--- config.mk ---
export PLATFORM = sky130hd
export DESIGN_NAME = vm0rc_top
export DESIGN_NICKNAME = d
export VERILOG_FILES = /design/src/vm0rc_pkg.sv /design/src/vm0rc_axil_slave.sv /design/src/vm0rc_top.sv
export SDC_FILE = /design/constraint.sdc
export NUM_CORES = 1
export LEC_CHECK = 0
export ABC_AREA = 1
export BUFFER_PORTS_ARGS = -buffer_cell sky130_fd_sc_hd__buf_2
export CORE_MARGIN = 3
export CORE_UTILIZATION = 46
export DETAILED_ROUTE_END_ITERATION = 16
export GPL_TIMING_DRIVEN = 0
export PLACE_DENSITY = 0.89
export SETUP_SLACK_MARGIN = 0.4
export SYNTH_ARGS = -nofsm -noshare
export SYNTH_HDL_FRONTEND = slang
export SYNTH_SLANG_ARGS = --single-unit
--- constraint.sdc ---
create_clock -name clk -period 3.6 [get_ports clk]
set_clock_uncertainty 0.1 [all_clocks]
set_input_delay 0.54 -clock clk [delete_from_list [all_inputs] [get_ports clk]]
set_output_delay 0.54 -clock clk [all_outputs]
set_load 0.1 [all_outputs]
--- src/vm0rc_pkg.sv ---
// Purpose: Constants for the voltage monitor 0 control register block
// Assumes: One 8-bit register reached over a 32-bit AXI4-Lite slave
// Notes:   Undefined reset bits are given as 0
//
// Overview of operation
// - 8-bit control register; bit 0 enables the voltage monitor 0 reset.
// - Hardware reset with boot select 1 loads 1000 XX10b.
// - Monitor, power-on or select-0 hardware reset loads 1100 XX11b.
// - Software writes bit 2 as 0; its read value may be anything.
// - Bit 3 is read-only; writes ignored, read value undefined.
// - Boot select 1 leaves bit 6 at 0; software sets it first.
package vm0rc_pkg;

    // ------------------------------------------------------------
    // Register map
    // ------------------------------------------------------------
    localparam logic [7:0] VM0RC_CTRL_INDEX = 8'h2A;
    localparam logic [7:0] VM0RC_CTRL_ADDR  = 8'(VM0RC_CTRL_INDEX * 4);

    // ------------------------------------------------------------
    // Field positions
    // ------------------------------------------------------------
    localparam int VM0RC_B_ENABLE   = 0;
    localparam int VM0RC_B_FILT_DIS = 1;
    localparam int VM0RC_B_RSV2     = 2;
    localparam int VM0RC_B_RSV3     = 3;
    localparam int VM0RC_B_SCLK_LO  = 4;
    localparam int VM0RC_B_SCLK_HI  = 5;
    localparam int VM0RC_B_RSV6     = 6;
    localparam int VM0RC_B_RSV7     = 7;

    // ------------------------------------------------------------
    // Reset values and write mask
    // ------------------------------------------------------------
    localparam logic [7:0] VM0RC_RST_SEL1 = 8'h82;
    localparam logic [7:0] VM0RC_RST_DFLT = 8'hC3;
    localparam logic [7:0] VM0RC_WR_MASK  = 8'hF7;

    // ------------------------------------------------------------
    // Bus responses
    // ------------------------------------------------------------
    localparam logic [1:0] VM0RC_RESP_OKAY   = 2'h0;
    localparam logic [1:0] VM0RC_RESP_SLVERR = 2'h2;

endpackage

--- src/vm0rc_axil_slave.sv ---
// Purpose: AXI4-Lite slave front end for the single control register
// Assumes: One write and one read outstanding at most
// Notes:   Unmapped addresses answer SLVERR, reads of them return zero
`timescale 1ns/100ps
`default_nettype none
module vm0rc_axil_slave #(
    parameter int ADDR_W = 8
) (
    input  wire logic              clk,
    input  wire logic              srst,
    input  wire logic              clk_en,
    input  wire logic [ADDR_W-1:0] s_axi_awaddr,
    input  wire logic              s_axi_awvalid,
    output logic                   s_axi_awready,
    input  wire logic [31:0]       s_axi_wdata,
    input  wire logic [3:0]        s_axi_wstrb,
    input  wire logic              s_axi_wvalid,
    output logic                   s_axi_wready,
    output logic [1:0]             s_axi_bresp,
    output logic                   s_axi_bvalid,
    input  wire logic              s_axi_bready,
    input  wire logic [ADDR_W-1:0] s_axi_araddr,
    input  wire logic              s_axi_arvalid,
    output logic                   s_axi_arready,
    output logic [31:0]            s_axi_rdata,
    output logic [1:0]             s_axi_rresp,
    output logic                   s_axi_rvalid,
    input  wire logic              s_axi_rready,
    output logic                   wr_en,
    output logic [7:0]             wr_data,
    input  wire logic [7:0]        reg_value
);

    initial begin
        if (ADDR_W < 8) begin
            $error("ADDR_W must be at least 8");
        end
    end

    localparam logic [ADDR_W-1:0] HIT_ADDR =
        ADDR_W'(vm0rc_pkg::VM0RC_CTRL_ADDR);

    logic              aw_held;
    logic              next_aw_held;
    logic [ADDR_W-1:0] aw_addr;
    logic [ADDR_W-1:0] next_aw_addr;
    logic              w_held;
    logic              next_w_held;
    logic [7:0]        w_byte;
    logic [7:0]        next_w_byte;
    logic              w_lane0;
    logic              next_w_lane0;
    logic              next_bvalid;
    logic [1:0]        next_bresp;
    logic              next_rvalid;
    logic [31:0]       next_rdata;
    logic [1:0]        next_rresp;
    logic              do_wr;
    logic              w_hit;
    logic              r_hit;

    // ------------------------------------------------------------
    // Handshakes; a frozen block takes nothing
    // ------------------------------------------------------------
    assign s_axi_awready = clk_en && !aw_held && !s_axi_bvalid;
    assign s_axi_wready  = clk_en && !w_held && !s_axi_bvalid;
    assign s_axi_arready = clk_en && !s_axi_rvalid;
    assign do_wr         = clk_en && aw_held && w_held && !s_axi_bvalid;
    assign w_hit         = (aw_addr == HIT_ADDR);
    assign r_hit         = (s_axi_araddr == HIT_ADDR);
    assign wr_en         = do_wr && w_hit && w_lane0; // Lane 0 holds data
    assign wr_data       = w_byte;

    // Next state of both channels
    always_comb begin
        next_aw_held = aw_held;
        next_aw_addr = aw_addr;
        next_w_held  = w_held;
        next_w_byte  = w_byte;
        next_w_lane0 = w_lane0;
        next_bvalid  = s_axi_bvalid;
        next_bresp   = s_axi_bresp;
        next_rvalid  = s_axi_rvalid;
        next_rdata   = s_axi_rdata;
        next_rresp   = s_axi_rresp;
        if (s_axi_awvalid && s_axi_awready) begin
            next_aw_held = 1'b1;
            next_aw_addr = s_axi_awaddr;
        end
        if (s_axi_wvalid && s_axi_wready) begin
            next_w_held  = 1'b1;
            next_w_byte  = s_axi_wdata[7:0];
            next_w_lane0 = s_axi_wstrb[0];
        end
        if (do_wr) begin
            next_aw_held = 1'b0;
            next_w_held  = 1'b0;
            next_bvalid  = 1'b1;
            next_bresp   = w_hit ? vm0rc_pkg::VM0RC_RESP_OKAY
                                 : vm0rc_pkg::VM0RC_RESP_SLVERR;
        end
        if (clk_en && s_axi_bvalid && s_axi_bready) begin
            next_bvalid = 1'b0;
        end
        if (s_axi_arvalid && s_axi_arready) begin
            next_rvalid = 1'b1;
            next_rdata  = r_hit ? {24'h000000, reg_value} : 32'h00000000;
            next_rresp  = r_hit ? vm0rc_pkg::VM0RC_RESP_OKAY
                                : vm0rc_pkg::VM0RC_RESP_SLVERR;
        end
        if (clk_en && s_axi_rvalid && s_axi_rready) begin
            next_rvalid = 1'b0;
        end
    end

    // Registers
    always_ff @(posedge clk) begin
        if (srst) begin
            aw_held      <= 1'b0;
            aw_addr      <= '0;
            w_held       <= 1'b0;
            w_byte       <= 8'h00;
            w_lane0      <= 1'b0;
            s_axi_bvalid <= 1'b0;
            s_axi_bresp  <= 2'h0;
            s_axi_rvalid <= 1'b0;
            s_axi_rdata  <= 32'h00000000;
            s_axi_rresp  <= 2'h0;
        end else begin
            aw_held      <= next_aw_held;
            aw_addr      <= next_aw_addr;
            w_held       <= next_w_held;
            w_byte       <= next_w_byte;
            w_lane0      <= next_w_lane0;
            s_axi_bvalid <= next_bvalid;
            s_axi_bresp  <= next_bresp;
            s_axi_rvalid <= next_rvalid;
            s_axi_rdata  <= next_rdata;
            s_axi_rresp  <= next_rresp;
        end
    end

endmodule
`default_nettype wire

--- src/vm0rc_top.sv ---
// Purpose: Voltage monitor 0 control register and monitor reset request
// Assumes: Detector level and reset inputs are synchronous to clk
// Notes:   Resets override the clock enable; all other state freezes
//
// Added by the designer: the AXI4-Lite register port.
`timescale 1ns/100ps
`default_nettype none
module vm0rc_top #(
    parameter int ADDR_W = 8
) (
    input  wire logic              clk,
    input  wire logic              srst,
    input  wire logic              clk_en,
    input  wire logic              boot_reset_select_bit,
    input  wire logic              por_reset,
    input  wire logic              detector_below,
    output logic                   vmon0_reset_req,
    output logic                   vmon0_reset_enable,
    input  wire logic [ADDR_W-1:0] s_axi_awaddr,
    input  wire logic              s_axi_awvalid,
    output logic                   s_axi_awready,
    input  wire logic [31:0]       s_axi_wdata,
    input  wire logic [3:0]        s_axi_wstrb,
    input  wire logic              s_axi_wvalid,
    output logic                   s_axi_wready,
    output logic [1:0]             s_axi_bresp,
    output logic                   s_axi_bvalid,
    input  wire logic              s_axi_bready,
    input  wire logic [ADDR_W-1:0] s_axi_araddr,
    input  wire logic              s_axi_arvalid,
    output logic                   s_axi_arready,
    output logic [31:0]            s_axi_rdata,
    output logic [1:0]             s_axi_rresp,
    output logic                   s_axi_rvalid,
    input  wire logic              s_axi_rready
);

    initial begin
        if (ADDR_W < 8 || ADDR_W > 32) begin
            $error("ADDR_W must lie between 8 and 32");
        end
    end

    logic       wr_en;
    logic [7:0] wr_data;
    logic [7:0] ctrl;
    logic [7:0] next_ctrl;
    logic       next_reset_req;

    // Byte address of the register, for the read check below
    localparam logic [ADDR_W-1:0] CTRL_ADDR =
        ADDR_W'(vm0rc_pkg::VM0RC_CTRL_ADDR);

    // ------------------------------------------------------------
    // Bus front end
    // ------------------------------------------------------------
    vm0rc_axil_slave #(
        .ADDR_W (ADDR_W)
    ) u_bus (
        .clk           (clk),
        .srst          (srst),
        .clk_en        (clk_en),
        .s_axi_awaddr  (s_axi_awaddr),
        .s_axi_awvalid (s_axi_awvalid),
        .s_axi_awready (s_axi_awready),
        .s_axi_wdata   (s_axi_wdata),
        .s_axi_wstrb   (s_axi_wstrb),
        .s_axi_wvalid  (s_axi_wvalid),
        .s_axi_wready  (s_axi_wready),
        .s_axi_bresp   (s_axi_bresp),
        .s_axi_bvalid  (s_axi_bvalid),
        .s_axi_bready  (s_axi_bready),
        .s_axi_araddr  (s_axi_araddr),
        .s_axi_arvalid (s_axi_arvalid),
        .s_axi_arready (s_axi_arready),
        .s_axi_rdata   (s_axi_rdata),
        .s_axi_rresp   (s_axi_rresp),
        .s_axi_rvalid  (s_axi_rvalid),
        .s_axi_rready  (s_axi_rready),
        .wr_en         (wr_en),
        .wr_data       (wr_data),
        .reg_value     (ctrl)
    );

    // ------------------------------------------------------------
    // Control register
    // ------------------------------------------------------------
    // Reset sources rank hardware reset, then power-on, then monitor
    // reset, then a bus write. A write landing in a reset cycle is lost,
    // which matches a real reset wiping a half-finished store.
    always_comb begin
        next_ctrl = ctrl;
        if (srst) begin
            next_ctrl = boot_reset_select_bit
                      ? vm0rc_pkg::VM0RC_RST_SEL1
                      : vm0rc_pkg::VM0RC_RST_DFLT;
        end else if (por_reset || vmon0_reset_req) begin
            next_ctrl = vm0rc_pkg::VM0RC_RST_DFLT;
        end else if (clk_en && wr_en) begin
            // Bit 3 never stores; bit 2 and the old filter bits keep
            // whatever software wrote, so a careless write is visible.
            next_ctrl = wr_data & vm0rc_pkg::VM0RC_WR_MASK;
        end
    end

    // Monitor reset request, held while armed and below threshold
    always_comb begin
        next_reset_req = vmon0_reset_req;
        if (srst || por_reset) begin
            next_reset_req = 1'b0;
        end else if (clk_en) begin
            next_reset_req = ctrl[vm0rc_pkg::VM0RC_B_ENABLE]
                           && detector_below;
        end
    end

    // Registers; the boot select level is caught while srst is high
    always_ff @(posedge clk) begin
        ctrl            <= next_ctrl;
        vmon0_reset_req <= next_reset_req;
    end

    // Enable bit brought out for the detector side
    assign vmon0_reset_enable = ctrl[vm0rc_pkg::VM0RC_B_ENABLE];
endmodule
`default_nettype wire

=== After elaboration in Yosys (flattened, before gate mapping) ===
Cells that the tools add are included.

* Bits in registers: 66
* Bits of input ports: 63
* Output and inout bits: 43

* Equal/unequal tests: 2
* Multiplexer cells: 7
* Reduce and logical (&&, ||, !) cells: 29

{| class="wikitable"
|+ Operators with widths
! operator !! count
|-
| $mux W8 || 4
|-
| $logic_and A1 B1 Y1 || 19
|-
| $eq A8 B8 Y1 const B || 2
|-
| $mux W7 || 1
|-
| $reduce_or A2 Y1 || 3
|-
| $logic_not A1 Y1 || 4
|-
| $mux W2 || 2
|-
| $reduce_bool A3 Y1 || 1
|-
| $logic_or A1 B1 Y1 || 2
|}

=== Longest topological paths before layout ===
* Depth after elaboration: 9
* Gate-level depth with buffers: 7
* Gate-level depth less buffers: 7

=== Modules after synthesis ===
From an unflattened synthesis, not the netlist that was laid out.

* Cells, all modules: 248
* Area, all modules: 1815.5 µm²

{| class="wikitable"
|+ Modules (own cells, without submodules)
! module !! instances !! cells an instance !! area each (µm²) !! seq. area each (µm²)
|-
| vm0rc_axil_slave || 1 || 210 || 1461.4 || 620.6
|-
| vm0rc_top || 1 || 38 || 354.1 || 230.2
|}

=== Worst setup path before layout ===
OpenSTA, ideal clock, no wires.

* Kind: register to output
* Start point: reg u_bus.s_axi_bvalid
* End point: out s_axi_awready
* Arrival: 2.181 ns
* Required time: 2.960 ns
* Slack: 0.779 ns
* Stages on the path, launching flop included: 4
* Path through: dfxtp_1 -> inv_1 -> nand2_1 -> nor2_1

* Cells in the longest elaborated chain, start to end: 2

{| class="wikitable"
|+ Ends and longest elaborated chain
! element !! RTL line !! text
|-
| start: declaration || vm0rc_axil_slave.sv:20 || <nowiki>output logic s_axi_bvalid,</nowiki>
|-
| start signal: assignment || vm0rc_axil_slave.sv:135 || <nowiki>s_axi_bvalid <= next_bvalid;</nowiki>
|-
| $logic_not A1 Y1 || vm0rc_axil_slave.sv:65 || <nowiki>assign s_axi_awready = clk_en && !aw_held && !s_axi_bvalid;</nowiki>
|-
| $logic_and A1 B1 Y1 || vm0rc_axil_slave.sv:65 ||
|-
| end: declaration || vm0rc_top.sv:21 || <nowiki>output logic s_axi_awready,</nowiki>
|}

No other way between the ends.

=== Worst setup path after layout ===
Ends and elaborated chain as after synthesis.

==> impl_metrics.tcl <==
set metrics [dict create \
    powerDensity_nw_per_um2 464 \
    setup_tns_ps 0 \
    end_kind "primary output" \
    detail_route.first_pass.iterations 4 \
    yosys_warnings 0 \
    min_from "por_reset" \
    grt_max_degree 12 \
    drv_slew 0 \
    die_y_um 68.2 \
    crit_path_cell_trace "inv_1 -> nand2_1 -> nor2_1 -> buf_2" \
    r2r_start "u_bus.aw_held" \
    grt_pass1_vias 1398 \
    clockRootBuffer "clkbuf_8" \
    irDropWorstVdd_mv 0.287 \
    cp_max_fo 4 \
    cts.hold.buffers_added 0 \
    syn_inst 231 \
    wire_per_inst_um 9.68 \
    cp-start-kind "flip-flop" \
    clkTransAtPathRegs_ps 60 \
    comb_power_share 0.304 \
    drt_iter0_drc 43 \
    rsz0062_at_grt "no" \
    synth_top_area_frac 0.338 \
    crit_buf_inv 2 \
    rows 21 \
    r2r_cells 4 \
    rrSetupSlack_ps 2140 \
    worstSkewPairLatency_ps 280 \
    overflow 0 \
    ant_nets 0 \
    cts_made_buffers 5 \
    cp_num_cells 4 \
    synthTopCellsByArea "dfxtp_1 34%, edfxtp_1 12%, nor2_1 12%, buf_4 11%, nand2_1 9.1%" \
    drc 0 \
    num_antenna_cells 0 \
    whs_path_depth 2 \
    die_width_um 68.2 \
    grt_antenna_before_repair 0 \
    cts-resized-gates 0 \
    final_area_um2 2260 \
    via_per_inst 4.20 \
    synthArstFlopShare 0 \
    max_cap_viol_count 0 \
    status "finished clean" \
    required_ps 2960 \
    instances_no_fill 360 \
    hold_violations 0 \
    fin_util 0.641 \
    avgSynthCellArea_um2 7.69 \
    cts_tree "yes" \
    min_period_ps 1950 \
    fillCellCount 340 \
    timing.fmax_mhz 514 \
    p_sw_mw 0.397 \
    critPathMaxStageDelay_ps 420 \
    critPathKind "flip-flop to primary output" \
    critPathTopFamily "buffers and inverters" \
    crit_slowest_cell "buf_2" \
    die-area_um2 4640 \
    yosysMostFrequentCell "nor2_1" \
    initial_core_util 0.505 \
    totalWireLength_mm 3.48 \
    dp_hpwl_mm 2.82 \
    io_buffers 49 \
    rr_endpoint "ctrl[1]" \
    swShare 0.379 \
    nets 376 \
    pwr-share-clk 0.254 \
    globalplace.congestion 0.752 \
    synth_common_cells "55 x nor2_1, 43 x nand2_1, 30 x dfxtp_1" \
    core_area_um2 3520 \
    power_frac_seq 0.441 \
    cts_sinks 37 \
    place_inst 352 \
    num_io_pins 106 \
    setup_slack_ps 1650 \
    ys_types 24 \
    power_leakage_nw 1.17 \
    synth-seq-cells 37 \
    post-place-ws_ps 1690 \
    setup_viol 0 \
    synth_largest_area_cell "dfxtp_1" \
    clock_path_buffers 2 \
    synth-edff-count 7 \
    holdPathEnd "vmon0_reset_req" \
    placed_area_um2 2180 \
    internal_power_mw 0.650 \
    route.vias.total 1513 \
    area_growth_pct 27.0 \
    h-tree-depth 2 \
    ys_seq_area_frac 0.456 \
    grt.total_usage 0.161 \
    crit_arrival_ps 1310 \
    hp-class "input port to flip-flop" \
    period_share 0.540 \
    drive_gt1_frac 0.303 \
    synth_flop_cell "dfxtp_1" \
    postCtsSetupBuffers 0 \
    grt_pass1_wl_mm 5.49 \
    synth_area_um2 1780 \
]
==> placed cells by master, fill, tap and decap left out, types with 2 or more instances in the layout <==
| cell type | n |
|---|---|
| inv_2 | 2 |
| o21ai_0 | 15 |
| clkbuf_1 | 2 |
| inv_1 | 26 |
| or2_1 | 2 |
| nor2_1 | 55 |
| clkinv_4 | 2 |
| clkbuf_8 | 5 |
| edfxtp_1 | 7 |
| nor3_1 | 2 |
| dfxtp_1 | 30 |
| nand2_1 | 43 |
| buf_2 | 49 |
| buf_4 | 27 |
| a21oi_1 | 6 |
| conb_1 | 27 |
| nand3_4 | 3 |
==> how the worst max path moves through the flow <==
| stage | start | to | slack (ps) |
|---|---|---|---|
| after floorplan | u_bus.s_axi_bvalid | s_axi_awready | 780 |
| after global placement | clk_en | s_axi_awready | 1680 |
| after detailed placement | clk_en | s_axi_awready | 1690 |
| after CTS | u_bus.s_axi_bvalid | s_axi_awready | 1630 |
| after global routing | u_bus.s_axi_bvalid | s_axi_awready | 1560 |
| final | u_bus.s_axi_bvalid | s_axi_awready | 1650 |
==> power by group through the flow <==
stage / Sequential (mW) / Combinational (mW) / Clock [mW]
floorplan: 0.514 / 0.231 / 0
global placement: 0.470 / 0.315 / 0
detailed placement: 0.471 / 0.319 / 0
CTS: 0.462 / 0.319 / 0.273
global route: 0.465 / 0.339 / 0.294
finish: 0.462 / 0.319 / 0.266
==> worst reg2reg max path, cell delays in order (launching register included) <==
cell	delay, ps
dfxtp_1	370
inv_1	100
nor3_1	230
nand4_1	110
nand2_1	240
==> cells by family after synthesis <==
| family | Yosys count | synth area share |
|---|---|---|
| simple gates | 111 | 0.282 |
| flops | 37 | 0.456 |
| other cells | 1 | 0.00211 |
| buf+inv | 60 | 0.197 |
| compound gates | 22 | 0.0620 |
==> per-stage QoR <==
step                power [mW]  hold slack [ps]
floorplan                0.745              346
global placement         0.785              350
detailed placement       0.790              361
CTS                       1.05              344
global route              1.10              344
finish                    1.05              355
==> routing by layer <==
layer	vias up	global-route usage	routed length, um
li1	815	-	-
met1	626	0.142	1270
met2	63	0.308	1700
met3	9	0.0673	422
met4	0	0.0744	83
met5	-	0	0
==> flip-flops by register name, indices dropped and copies added (netlist names) <==
signal,flops
u_bus.aw_held,1
u_bus.wr_data,7
u_bus.s_axi_rdata,7
u_bus.aw_addr,8
u_bus.s_axi_bvalid,1
u_bus.s_axi_rresp,1
u_bus.w_lane0,1
u_bus.s_axi_rvalid,1
ctrl,7
u_bus.s_axi_bresp,1
u_bus.w_held,1
vmon0_reset_req,1
==> area by class of cell <==
cell class	instances	area (um2)	share of cell area
Buffer	29	219	0.0970
Timing Repair Buffer	49	245	0.109
Clock buffer	7	76.3	0.0338
Inverter	31	131	0.0582
Multi-Input combinational cell	160	713	0.316
Clock inverter	1	3.75	0.00166
Tap cell	46	57.6	0.0255
Sequential cell	37	811	0.359
Note: power is estimated with default switching activity, not from simulation.
